--- src/sgp_pkg.sv ---
// shared constants and carrier types for the shared gpio ports c, d and e
package sgp_pkg;
   // register indices; byte address is four times the index
   localparam logic [9:0] SGP_IDX_PORT_C_DATA = 10'h002;
   localparam logic [9:0] SGP_IDX_PORT_D_DATA = 10'h003;
   localparam logic [9:0] SGP_IDX_PORT_E_DATA = 10'h008;
   localparam logic [9:0] SGP_IDX_PORT_C_DIRECTION = 10'h00C;
   localparam logic [9:0] SGP_IDX_PORT_D_DIRECTION = 10'h00D;
   localparam logic [9:0] SGP_IDX_PORT_E_DIRECTION = 10'h00E;
   localparam int SGP_ADDR_W = 12;
   localparam int SGP_DATA_W = 32;
   // port widths
   localparam int SGP_C_W = 5;
   localparam int SGP_D_W = 2;
   localparam int SGP_E_W = 2;
   localparam int SGP_PINS = SGP_C_W + SGP_D_W + SGP_E_W;
   // field positions
   localparam int SGP_C_CLK_PIN = 2;
   localparam int SGP_C_CLKEN_BIT = 7;
   localparam int SGP_E_RX_PIN = 1;
   localparam int SGP_E_TX_PIN = 0;
   localparam int SGP_D_BASE = SGP_C_W;
   localparam int SGP_E_BASE = SGP_C_W + SGP_D_W;
   // reset values
   localparam logic [4:0] SGP_C_DIR_RST = 5'h00;
   localparam logic [1:0] SGP_D_DIR_RST = 2'h0;
   localparam logic [1:0] SGP_E_DIR_RST = 2'h0;
   localparam logic SGP_CLKEN_RST = 1'b0;
   localparam logic [31:0] SGP_RD_ZERO = 32'h0000_0000;
   // timing: one wait state, pready comes at the second access edge
   localparam int SGP_APB_WAIT = 1;

   typedef struct packed {
      logic [4:0] out;
      logic [4:0] oe;
   } sgp_port_c_drive_t;

   typedef struct packed {
      logic [1:0] out;
      logic [1:0] oe;
   } sgp_port2_drive_t;

   typedef struct packed {
      logic [1:0] els_high;
      logic [1:0] els_low;
      logic [1:0] out;
      logic [1:0] oe;
   } sgp_timer_t;
endpackage

--- src/sgp_pin_cell.sv ---
// one port pin: output buffer control, drive value and read-back select
`timescale 1ns/100ps
module sgp_pin_cell
   import sgp_pkg::*;
(
   input wire logic clk_sys,
   input wire logic reset,
   input wire logic ce,
   input wire logic latch,
   input wire logic dir,
   input wire logic claim,
   input wire logic periph_out,
   input wire logic periph_oe,
   input wire logic pin_in,
   output logic out_q,
   output logic oe_q,
   output logic rd_bit
);
   logic out_d;
   logic oe_d;

   // a claiming peripheral owns the buffer; otherwise direction and latch do
   always_comb begin
      if (claim) begin
         out_d = periph_out;
         oe_d = periph_oe;
      end else begin
         out_d = latch;
         oe_d = dir;
      end
   end

   // buffer off at reset so a pin never drives before software asks
   always_ff @(posedge clk_sys or posedge reset) begin
      if (reset) begin
         out_q <= 1'b0;
         oe_q <= 1'b0;
      end else if (ce) begin
         out_q <= out_d;
         oe_q <= oe_d;
      end
   end

   // direction picks latch or pin even while a peripheral drives
   assign rd_bit = dir ? latch : pin_in;
endmodule

--- src/sgp_apb_port.sv ---
// apb handshake for the port registers: one wait state, error on a miss
`timescale 1ns/100ps
module sgp_apb_port
   import sgp_pkg::*;
(
   input wire logic clk_sys,
   input wire logic reset,
   input wire logic ce,
   input wire logic psel,
   input wire logic penable,
   input wire logic pwrite,
   input wire logic hit,
   output logic pready_q,
   output logic pslverr_q,
   output logic load,
   output logic wr_stb
);
   // load marks the first access cycle: read data and answer are captured
   assign load = psel & penable & ~pready_q;
   // the write lands only on the edge where the master sees pready
   assign wr_stb = psel & penable & pready_q & pwrite;

   // pready lasts one cycle so the next transfer is never answered early
   always_ff @(posedge clk_sys or posedge reset) begin
      if (reset) begin
         pready_q <= 1'b0;
         pslverr_q <= 1'b0;
      end else if (ce) begin
         pready_q <= load;
         pslverr_q <= load & ~hit;
      end
   end
endmodule

--- src/sgp_ports.sv ---
// top: apb registers and pin logic for shared gpio ports c, d and e
//
// Decided for this implementation: the APB slave port.
`timescale 1ns/100ps
module sgp_ports
   import sgp_pkg::*;
(
   input wire logic clk_sys,
   input wire logic reset,
   input wire logic ce,
   input wire logic psel,
   input wire logic penable,
   input wire logic pwrite,
   input wire logic [11:0] paddr,
   input wire logic [31:0] pwdata,
   output logic [31:0] prdata,
   output logic pready,
   output logic pslverr,
   input wire logic [4:0] port_c_pin_in,
   output sgp_port_c_drive_t port_c_drive,
   input wire logic [1:0] port_d_pin_in,
   output sgp_port2_drive_t port_d_drive,
   input wire logic [1:0] port_e_pin_in,
   output sgp_port2_drive_t port_e_drive,
   input wire sgp_timer_t timer_a_module,
   output logic [1:0] timer_a_channel_in,
   input wire logic serial_if_enable,
   input wire logic port_e_pin_zero_transmit,
   output logic port_e_pin_one_receive
);
   // software state
   logic [4:0] port_c_latch_q;
   logic [1:0] port_d_latch_q;
   logic [1:0] port_e_latch_q;
   logic [4:0] port_c_direction_q;
   logic [1:0] port_d_direction_q;
   logic [1:0] port_e_direction_q;
   logic sysclk_out_enable_q;
   logic sysclk_div_q;
   logic [31:0] prdata_q;
   logic [1:0] timer_in_q;
   logic rx_in_q;
   // bus decode
   logic [9:0] idx;
   logic aligned;
   logic hit;
   logic load;
   logic wr_stb;
   logic sel_c_data;
   logic sel_d_data;
   logic sel_e_data;
   logic sel_c_dir;
   logic sel_d_dir;
   logic sel_e_dir;
   logic [31:0] rd_d;
   // flattened pin vectors, port c at bit 0, then d, then e
   logic [SGP_PINS-1:0] all_latch;
   logic [SGP_PINS-1:0] all_dir;
   logic [SGP_PINS-1:0] all_claim;
   logic [SGP_PINS-1:0] all_pout;
   logic [SGP_PINS-1:0] all_poe;
   logic [SGP_PINS-1:0] all_pin;
   logic [SGP_PINS-1:0] all_out_q;
   logic [SGP_PINS-1:0] all_oe_q;
   logic [SGP_PINS-1:0] all_rd;
   logic [1:0] timer_claim;

   // word-aligned index decode; unaligned or unmapped answers with pslverr
   assign idx = paddr[11:2];
   assign aligned = (paddr[1:0] == 2'h0);
   assign sel_c_data = aligned && (idx == SGP_IDX_PORT_C_DATA);
   assign sel_d_data = aligned && (idx == SGP_IDX_PORT_D_DATA);
   assign sel_e_data = aligned && (idx == SGP_IDX_PORT_E_DATA);
   assign sel_c_dir = aligned && (idx == SGP_IDX_PORT_C_DIRECTION);
   assign sel_d_dir = aligned && (idx == SGP_IDX_PORT_D_DIRECTION);
   assign sel_e_dir = aligned && (idx == SGP_IDX_PORT_E_DIRECTION);
   assign hit = sel_c_data | sel_d_data | sel_e_data | sel_c_dir | sel_d_dir | sel_e_dir;

   sgp_apb_port u_apb (
      .clk_sys(clk_sys),
      .reset(reset),
      .ce(ce),
      .psel(psel),
      .penable(penable),
      .pwrite(pwrite),
      .hit(hit),
      .pready_q(pready),
      .pslverr_q(pslverr),
      .load(load),
      .wr_stb(wr_stb)
   );

   // direction registers and clock-out enable; cleared by reset
   always_ff @(posedge clk_sys or posedge reset) begin
      if (reset) begin
         port_c_direction_q <= SGP_C_DIR_RST;
         sysclk_out_enable_q <= SGP_CLKEN_RST;
         port_d_direction_q <= SGP_D_DIR_RST;
         port_e_direction_q <= SGP_E_DIR_RST;
      end else if (ce && wr_stb) begin
         if (sel_c_dir) begin
            port_c_direction_q <= pwdata[4:0];
            sysclk_out_enable_q <= pwdata[SGP_C_CLKEN_BIT];
         end
         if (sel_d_dir) begin
            port_d_direction_q <= pwdata[1:0];
         end
         if (sel_e_dir) begin
            port_e_direction_q <= pwdata[1:0];
         end
      end
   end

   // data latches have no reset: their content survives a reset
   always_ff @(posedge clk_sys) begin
      if (ce && wr_stb) begin
         if (sel_c_data) begin
            port_c_latch_q[1:0] <= pwdata[1:0];
            port_c_latch_q[4:3] <= pwdata[4:3];
            if (!sysclk_out_enable_q) begin
               port_c_latch_q[SGP_C_CLK_PIN] <= pwdata[SGP_C_CLK_PIN];
            end
         end
         if (sel_d_data) begin
            port_d_latch_q <= pwdata[1:0];
         end
         if (sel_e_data) begin
            port_e_latch_q <= pwdata[1:0];
         end
      end
   end

   // clock out is the system clock halved, since a pin flop cannot toggle faster
   always_ff @(posedge clk_sys or posedge reset) begin
      if (reset) begin
         sysclk_div_q <= 1'b0;
      end else if (ce) begin
         sysclk_div_q <= sysclk_out_enable_q ? ~sysclk_div_q : 1'b0;
      end
   end

   // a channel is the timer's when either edge/level select bit is set
   assign timer_claim = timer_a_module.els_high | timer_a_module.els_low;

   // peripheral claims and drive sources
   always_comb begin
      all_claim = '0;
      all_pout = '0;
      all_poe = '0;
      all_claim[SGP_C_CLK_PIN] = sysclk_out_enable_q;
      all_pout[SGP_C_CLK_PIN] = sysclk_div_q;
      all_poe[SGP_C_CLK_PIN] = 1'b1;
      all_claim[SGP_D_BASE +: SGP_D_W] = timer_claim;
      all_pout[SGP_D_BASE +: SGP_D_W] = timer_a_module.out;
      all_poe[SGP_D_BASE +: SGP_D_W] = timer_a_module.oe;
      all_claim[SGP_E_BASE + SGP_E_RX_PIN] = serial_if_enable;
      all_poe[SGP_E_BASE + SGP_E_RX_PIN] = 1'b0;
      all_claim[SGP_E_BASE + SGP_E_TX_PIN] = serial_if_enable;
      all_pout[SGP_E_BASE + SGP_E_TX_PIN] = port_e_pin_zero_transmit;
      all_poe[SGP_E_BASE + SGP_E_TX_PIN] = 1'b1;
   end

   assign all_latch = {port_e_latch_q, port_d_latch_q, port_c_latch_q};
   assign all_dir = {port_e_direction_q, port_d_direction_q, port_c_direction_q};
   assign all_pin = {port_e_pin_in, port_d_pin_in, port_c_pin_in};

   // one cell per pin
   generate
      for (genvar i = 0; i < SGP_PINS; i++) begin : g_pin
         sgp_pin_cell u_cell (
            .clk_sys(clk_sys),
            .reset(reset),
            .ce(ce),
            .latch(all_latch[i]),
            .dir(all_dir[i]),
            .claim(all_claim[i]),
            .periph_out(all_pout[i]),
            .periph_oe(all_poe[i]),
            .pin_in(all_pin[i]),
            .out_q(all_out_q[i]),
            .oe_q(all_oe_q[i]),
            .rd_bit(all_rd[i])
         );
      end
   endgenerate

   assign port_c_drive.out = all_out_q[SGP_C_W-1:0];
   assign port_c_drive.oe = all_oe_q[SGP_C_W-1:0];
   assign port_d_drive.out = all_out_q[SGP_D_BASE +: SGP_D_W];
   assign port_d_drive.oe = all_oe_q[SGP_D_BASE +: SGP_D_W];
   assign port_e_drive.out = all_out_q[SGP_E_BASE +: SGP_E_W];
   assign port_e_drive.oe = all_oe_q[SGP_E_BASE +: SGP_E_W];

   // pin levels handed to the timer and serial blocks, one flop each
   always_ff @(posedge clk_sys or posedge reset) begin
      if (reset) begin
         timer_in_q <= 2'h0;
         rx_in_q <= 1'b1;
      end else if (ce) begin
         timer_in_q <= port_d_pin_in;
         rx_in_q <= port_e_pin_in[SGP_E_RX_PIN];
      end
   end
   assign timer_a_channel_in = timer_in_q;
   assign port_e_pin_one_receive = rx_in_q;

   // read mux; reserved bits read zero
   always_comb begin
      rd_d = SGP_RD_ZERO;
      if (sel_c_data) begin
         rd_d[4:0] = all_rd[SGP_C_W-1:0];
         if (sysclk_out_enable_q) begin
            rd_d[SGP_C_CLK_PIN] = 1'b0;
         end
      end
      if (sel_d_data) begin
         rd_d[1:0] = all_rd[SGP_D_BASE +: SGP_D_W];
      end
      if (sel_e_data) begin
         rd_d[1:0] = all_rd[SGP_E_BASE +: SGP_E_W];
      end
      if (sel_c_dir) begin
         rd_d[4:0] = port_c_direction_q;
         rd_d[SGP_C_CLKEN_BIT] = sysclk_out_enable_q;
      end
      if (sel_d_dir) begin
         rd_d[1:0] = port_d_direction_q;
      end
      if (sel_e_dir) begin
         rd_d[1:0] = port_e_direction_q;
      end
   end

   // read data captured in the first access cycle and held until the next read
   always_ff @(posedge clk_sys or posedge reset) begin
      if (reset) begin
         prdata_q <= SGP_RD_ZERO;
      end else if (ce && load && !pwrite) begin
         prdata_q <= rd_d;
      end
   end
   assign prdata = prdata_q;

   // checks

   a_dir_drives_oe: assert property (@(posedge clk_sys) disable iff (reset)
      $past(ce) && !$past(sysclk_out_enable_q) |-> port_c_drive.oe == $past(port_c_direction_q))
      else $error("port c output enable does not follow direction");

   a_clk_out_runs: assert property (@(posedge clk_sys) disable iff (reset)
      $past(ce) && $past(sysclk_out_enable_q) && ce && sysclk_out_enable_q |=>
      port_c_drive.oe[SGP_C_CLK_PIN] && (port_c_drive.out[SGP_C_CLK_PIN] != $past(port_c_drive.out[SGP_C_CLK_PIN])))
      else $error("clock output not toggling while enabled");

   a_clk_pin_reads: assert property (@(posedge clk_sys) disable iff (reset)
      ce && load && !pwrite && sel_c_data && sysclk_out_enable_q |=> pready && !prdata[SGP_C_CLK_PIN])
      else $error("clock pin data bit not read as zero");

   a_clk_pin_locked: assert property (@(posedge clk_sys) disable iff (reset)
      sysclk_out_enable_q |=> port_c_latch_q[SGP_C_CLK_PIN] == $past(port_c_latch_q[SGP_C_CLK_PIN]))
      else $error("clock pin latch changed while clock output on");

   a_reset_dirs: assert property (@(posedge clk_sys) disable iff (reset)
      $fell(reset) |-> port_c_direction_q == SGP_C_DIR_RST && !sysclk_out_enable_q &&
      port_d_direction_q == SGP_D_DIR_RST && port_e_direction_q == SGP_E_DIR_RST)
      else $error("directions not cleared by reset");

   a_read_c_src: assert property (@(posedge clk_sys) disable iff (reset)
      ce && load && !pwrite && sel_c_data |=>
      prdata[0] == ($past(port_c_direction_q[0]) ? $past(port_c_latch_q[0]) : $past(port_c_pin_in[0])))
      else $error("port c read source wrong");

   a_latch_write: assert property (@(posedge clk_sys) disable iff (reset)
      ce && wr_stb && sel_e_data |=> port_e_latch_q == $past(pwdata[1:0]) ##1 pready == 1'b0)
      else $error("port e latch write lost");

   a_timer_drive: assert property (@(posedge clk_sys) disable iff (reset)
      ce && timer_claim[0] |=> port_d_drive.oe[0] == $past(timer_a_module.oe[0]) &&
      port_d_drive.out[0] == $past(timer_a_module.out[0]))
      else $error("timer does not own claimed port d pin");

   a_read_d_src: assert property (@(posedge clk_sys) disable iff (reset)
      ce && load && !pwrite && sel_d_data |=>
      prdata[1] == ($past(port_d_direction_q[1]) ? $past(port_d_latch_q[1]) : $past(port_d_pin_in[1])))
      else $error("port d read source wrong");

   a_serial_pins: assert property (@(posedge clk_sys) disable iff (reset)
      ce && serial_if_enable |=> !port_e_drive.oe[SGP_E_RX_PIN] && port_e_drive.oe[SGP_E_TX_PIN])
      else $error("serial pins not set as receive and transmit");

   a_read_e_src: assert property (@(posedge clk_sys) disable iff (reset)
      ce && load && !pwrite && sel_e_data |=>
      prdata[0] == ($past(port_e_direction_q[0]) ? $past(port_e_latch_q[0]) : $past(port_e_pin_in[0])))
      else $error("port e read source wrong");

   a_latch_keeps: assert property (@(posedge clk_sys)
      reset && $past(reset) |->
      {port_e_latch_q, port_c_latch_q} === $past({port_e_latch_q, port_c_latch_q}))
      else $error("data latch changed during reset");

   a_plain_output: assert property (@(posedge clk_sys) disable iff (reset)
      ce && !timer_claim[1] && port_d_direction_q[1] |=> port_d_drive.oe[1] && port_d_drive.out[1] == $past(port_d_latch_q[1]))
      else $error("unclaimed output pin not driving latch");

   a_apb_wait: assert property (@(posedge clk_sys) disable iff (reset)
      ce && psel && penable && !pready |=> pready ##1 !pready)
      else $error("apb answer not after one wait state");
endmodule

--- config.mk ---
export PLATFORM = sky130hd
export DESIGN_NAME = sgp_ports
export DESIGN_NICKNAME = d
export VERILOG_FILES = /design/src/sgp_pkg.sv /design/src/sgp_pin_cell.sv /design/src/sgp_apb_port.sv /design/src/sgp_ports.sv
export SDC_FILE = /design/constraint.sdc
export NUM_CORES = 1
export LEC_CHECK = 0
export BUFFER_PORTS_ARGS = -buffer_cell sky130_fd_sc_hd__buf_2
export CAP_MARGIN = 0
export CORE_UTILIZATION = 43
export CTS_BUF_LIST = sky130_fd_sc_hd__clkbuf_4
export CTS_CLUSTER_DIAMETER = 200
export DETAILED_ROUTE_END_ITERATION = 12
export PLACE_DENSITY = 0.87
export SKIP_CTS_REPAIR_TIMING = 1
export SLEW_MARGIN = 20
export SYNTH_ARGS = -nofsm -noshare
export SYNTH_HDL_FRONTEND = slang
export SYNTH_SLANG_ARGS = --single-unit
--- constraint.sdc ---
create_clock -name clk_sys -period 1.6 [get_ports clk_sys]
set_input_delay 0.08 -clock clk_sys [delete_from_list [all_inputs] [get_ports clk_sys]]
set_output_delay 0.08 -clock clk_sys [all_outputs]
set_load 0.02 [all_outputs]
* After elaboration in Yosys (flattened, before gate mapping)
Cells that the tools add are included.
Storage, ports and cells: register bits 49, bits of input ports 69, output and inout bits 55
Cells by class: muxes and demuxes 28, bitwise logic cells 15, equal/unequal tests 6, reductions and logical operators 18
Operators with widths (number):
- $eq A10 B4 Y1 const B | 4
- $mux W1 | 22
- $eq A10 B2 Y1 const B | 2
- $reduce_and A2 Y1 | 6
- $mux W5 | 2
- $logic_and A1 B1 Y1 | 9
- $mux W2 | 4
- $and A1 B1 Y1 | 5
- $or A1 B1 Y1 | 5
- $not A1 Y1 | 4
- $reduce_and A3 Y1 | 1
- $logic_not A2 Y1 | 1
- $or A2 B2 Y2 | 1
- $logic_not A1 Y1 | 1

* Depth between registers and ports, before layout
depth in word-level cells 9, depth in mapped cells 7, depth with buffers taken out 5

* Hierarchy
Synthesis repeated with hierarchy kept, for this count alone.
Unflattened totals: cell total of the unflattened synthesis 245, area total of the unflattened synthesis 2611.3 sq um
By module, submodules not included:
- sgp_ports | cells an instance 146, times used 1, area each 1582.8 sq um, sequential area each 772.0 sq um
- sgp_pin_cell | cells an instance 10, times used 9, area each 102.6 sq um, sequential area each 50.0 sq um
- sgp_apb_port | cells an instance 9, times used 1, area each 105.1 sq um, sequential area each 50.0 sq um

* Least setup slack after synthesis
OpenSTA, ideal clock, no wires.
path kind register to register, start register u_apb.pready_q, end register port_c_latch_q[2], enable pin, data arrival time 1609 ps, stages on the path, launching flop included 6, path buffers 0, period minus slack after synthesis 1909 ps, setup slack -309 ps, data required time 1300 ps, path through dfrtp_1 > and3_1 > nand3_1 > or2_2 > nor4b_2 > nor2b_1
On the way: word-level cells in the longest chain between the ends 4
Ends and longest elaborated chain:
- start: declaration | RTL line sgp_apb_port.sv:13 | output logic pready_q,
- start signal: assignment | RTL line sgp_apb_port.sv:29 | pready_q <= load;
- $and A1 B1 Y1 (2 in a row) | RTL line sgp_apb_port.sv:21 | assign wr_stb = psel & penable & pready_q & pwrite;
- $logic_and A1 B1 Y1 | RTL line sgp_ports.sv:116 | if (ce && wr_stb) begin
- $reduce_and A3 Y1 (no line)
- end signal: indexed assignment | RTL line sgp_ports.sv:121 | port_c_latch_q[SGP_C_CLK_PIN] <= pwdata[SGP_C_CLK_PIN];
- end: declaration | RTL line sgp_ports.sv:32 | logic [4:0] port_c_latch_q;
Every way passes these cells. A chain may end at the register's enable or synchronous reset.

* Final worst setup path
start register u_apb.pready_q, end register port_c_latch_q[0], enable pin
On the way: word-level cells in the longest chain between the ends 4
Ends and longest elaborated chain:
- $and A1 B1 Y1 (2 in a row) | RTL line sgp_apb_port.sv:21
- $logic_and A1 B1 Y1 | RTL line sgp_ports.sv:116
- $reduce_and A2 Y1 (no line)
- end signal: assignment | RTL line sgp_ports.sv:118 | port_c_latch_q[1:0] <= pwdata[1:0];
- end signal: indexed assignment | RTL line sgp_ports.sv:121
Every way passes these cells.

==> results.tsv <==
stage	metric	value	unit
yosys	yosysUniqueCellTypes	40	
worst_hold_path	holdPathStages	3	
clocking	cts_tree	yes	
yosys	synth_cells	231	
sta	layout_min_cycle_time	1.693	ns
die	fp.dieH	79.65	um
yosys	syn_area_per_cell	11.22	um2
yosys	synthFlopType	dfrtp_1	
die	ios	124	
die	dieArea	0.006343	mm2
drt	drc	0	
die	die_x	79.65	um
global_routing	grt_overflow	0	
cells_and_area	nets	381	
worst_hold_path	min_path_type	in -> reg	
drt	dr.pass1.iters	4	
sta	setup_slack	-0.09275	ns
cells_and_area	fillerInstances	502	
yosys	synth_warnings	0	
critical_path	critPathKind	reg -> reg	
clocking	h-tree-depth	2	
drt	drt_iter0_markers	92	
cells_and_area	layout.area.seq	0.001274	mm2
clocking	clock_path_buffers	2	
die	core_region_area	0.005642	mm2
sta	maxSlewHeadroom	0.6500	
yosys	seq_area_frac_synth	0.4908	
critical_path	reg2reg_depth	5	
worst_hold_path	min_from	timer_a_module[0]	
sta	setup_viol	14	
yosys	synth_area	0.002592	mm2
sta	max_freq	0.5908	GHz
critical_path	cp-start-kind	register	
drt	ant_nets	0	
sta	finalMaxSlewViolations	0	
sta	rsz0062_at_grt	yes	
cells_and_area	num_antenna_cells	0	
cells_and_area	syn2layout_area_growth	20.80	%
place	place_congestion	0.8426	
cells_and_area	multiInputGateArea	0.001077	mm2
sta	worstMarginPinSlew	0.5250	ns
cells_and_area	final_cells	385	
power	vdd_ir_drop_max	0.2979	mV
drt	vias_per_cell	4.894	
sta	holdWs	0.004863	ns
critical_path	r2r-start	u_apb.pready_q$_DFFE_PP0P_	
global_routing	grt_max_degree	41	
global_routing	grt_pass1_vias	1711	
critical_path	worstPathArrival	1.78	ns
place	preCtsSetupSlack	-0.1047	ns
global_routing	grtUsageTotal	0.1794	
clocking	path_clk_slew	0.15	ns
critical_path	required	1.69	ns
sta	final.setup.tns	-0.5877	ns
critical_path	endpoint_kind	register	
die	start_util	0.4595	
drt	finalWirelength	5.631	mm
clocking	cts_num_sinks	49	
yosys	synth-seq-cells	49	
drt	wire_per_inst	14.63	um
critical_path	startpoint	u_apb.pready_q$_DFFE_PP0P_	
global_routing	grt_pass1_wl	8.404	mm
clocking	clk_latency	0.37	ns
place	io_buffers	71	
critical_path	crit_fanout	5	
yosys	synth_edf_count	9	
power	power.leakage	1.503	nW
sta	finClkSkew	0.01988	ns
sta	min_period_over_period	1.058	
power	powerDensity	729.8	mW/mm2
sta	hold_viol_final	0	
place	place_inst	362	
cells_and_area	drive_above_1_share	0.4345	
clocking	root_buffer	clkbuf_4	
die	num_rows	27	
global_routing	antenna_found_initial	0	
yosys	async_flop_share	0.8163	
status	failed_checks	setup timing	
clocking	cts_made_buffers	5	
cells_and_area	final_util	0.5551	
drt	vias	1884	
status	outcome	finished with violations	
place	dp_hpwl	3.958	mm
flow_run	cap_violations	0	
## critical path, cell delays in order (launching register included)
cell and delay [ns]:
dfrtp_2 0.39, and3_4 0.19, nand3_4 0.07, or2_4 0.30, nor4b_4 0.26, buf_4 0.19
## Yosys cell counts, types with 2 or more instances
master,n,area [um2]
buf_4,44,330.3
dfrtp_1,39,975.9
mux2_2,19,214.0
nor2_1,17,63.81
a21oi_1,14,70.07
nand2_1,10,37.54
edfxtp_1,9,270.3
mux2i_1,9,90.09
inv_1,7,26.28
nor2b_1,7,43.79
o21ai_0,7,35.03
mux2_4,6,90.09
a22o_1,3,26.28
buf_2,3,15.01
nand3_1,3,15.01
nand4_1,3,18.77
a211o_1,2,17.52
a211oi_1,2,15.01
a221oi_1,2,17.52
buf_1,2,7.510
clkbuf_1,2,7.510
nor3_1,2,10.01
o311a_1,2,20.02
## layout by cell type (no fill, tap or decap), types with 2 or more instances in the layout
cell	Yosys	final
a22o_1	3	3
dlygate4sd3_1	0	12
clkbuf_4	0	5
edfxtp_1	9	9
nand4_1	3	3
mux2_4	6	8
nor2_1	17	17
a211o_1	2	2
nand2_1	10	10
nand3_1	3	2
a211oi_1	2	2
conb_1	1	26
clkinv_2	0	2
inv_1	7	7
dfrtp_1	39	38
mux2_2	19	17
buf_4	44	18
nor2b_1	7	6
o311a_1	2	2
buf_2	3	71
o21ai_0	7	7
mux2i_1	9	9
a21oi_1	14	14
## per-stage QoR
step                      area, um2  power (W)
after floorplan                2699   0.001656
after global placement         2885   0.001709
after detailed placement       2885   0.001715
after CTS                      2939   0.002281
after global routing           3132   0.002415
final                          3132   0.002286
## layout make-up
cell class / count / share of cell area
clock inverters: 3 / 0.005194
multi-input cells: 148 / 0.3440
well taps: 72 / 0.02877
clock buffers: 5 / 0.01199
repair buffers: 101 / 0.1950
flip-flops and latches: 49 / 0.4067
inverters: 7 / 0.008390
## per-layer routing
layer | wire, um | global-route usage | vias up | share of wire
li1 | - | - | 899 | -
met1 | 2562 | 0.2467 | 905 | 0.45
met3 | 310 | 0.04914 | 5 | 0.055
met5 | 0 | 0 | - | 0
met2 | 2710 | 0.2744 | 75 | 0.48
met4 | 48 | 0.05455 | 0 | 0.0085
## worst paths after layout
path	endpoint	slack, ns
min reg2reg	sysclk_div_q$_DFFE_PP0P_	0.49
min	g_pin[5].u_cell.oe_q$_DFFE_PP0P_	0.005
max in group asynchronous	port_e_pin_one_receive$_DFFE_PP1P_	0.85
min in group asynchronous	g_pin[2].u_cell.oe_q$_DFFE_PP0P_	0.35
max reg2reg	port_c_latch_q[0]$_DFFE_PP_	-0.09
max	port_c_latch_q[0]$_DFFE_PP_	-0.09
## report_power, final
part           switching (W)  internal (W)  total (W)  leakage (nW)
clock               0.000397      0.000168   0.000565        0.0353
sequential         0.0000162       0.00131    0.00132         0.598
combinational       0.000246      0.000151   0.000396         0.869
## kinds of logic (layout without fill, tap and decap cells)
group	after synthesis	in the layout	share of synthesized area
buffers and inverters	59	116	0.1535
and+or+nand+nor	52	52	0.1120
adders and majority gates	1	1	0.003861
AOI/OAI and AO/OA	35	35	0.08640
DFF	49	49	0.4908
muxes	34	34	0.1520
other	1	26	0.001446
## registers in the layout, summed over array words and instances (netlist names), 2 cells and up
| register | flops |
|---|---|
| port_d_latch_q | 2 |
| port_e_latch_q | 2 |
| g_pin.u_cell.out_q | 9 |
| port_c_direction_q | 5 |
| prdata | 6 |
| g_pin.u_cell.oe_q | 9 |
| port_e_direction_q | 2 |
| port_d_direction_q | 2 |
| port_c_latch_q | 5 |
| timer_a_channel_in | 2 |
Note: power is estimated with default switching activity, not from simulation.
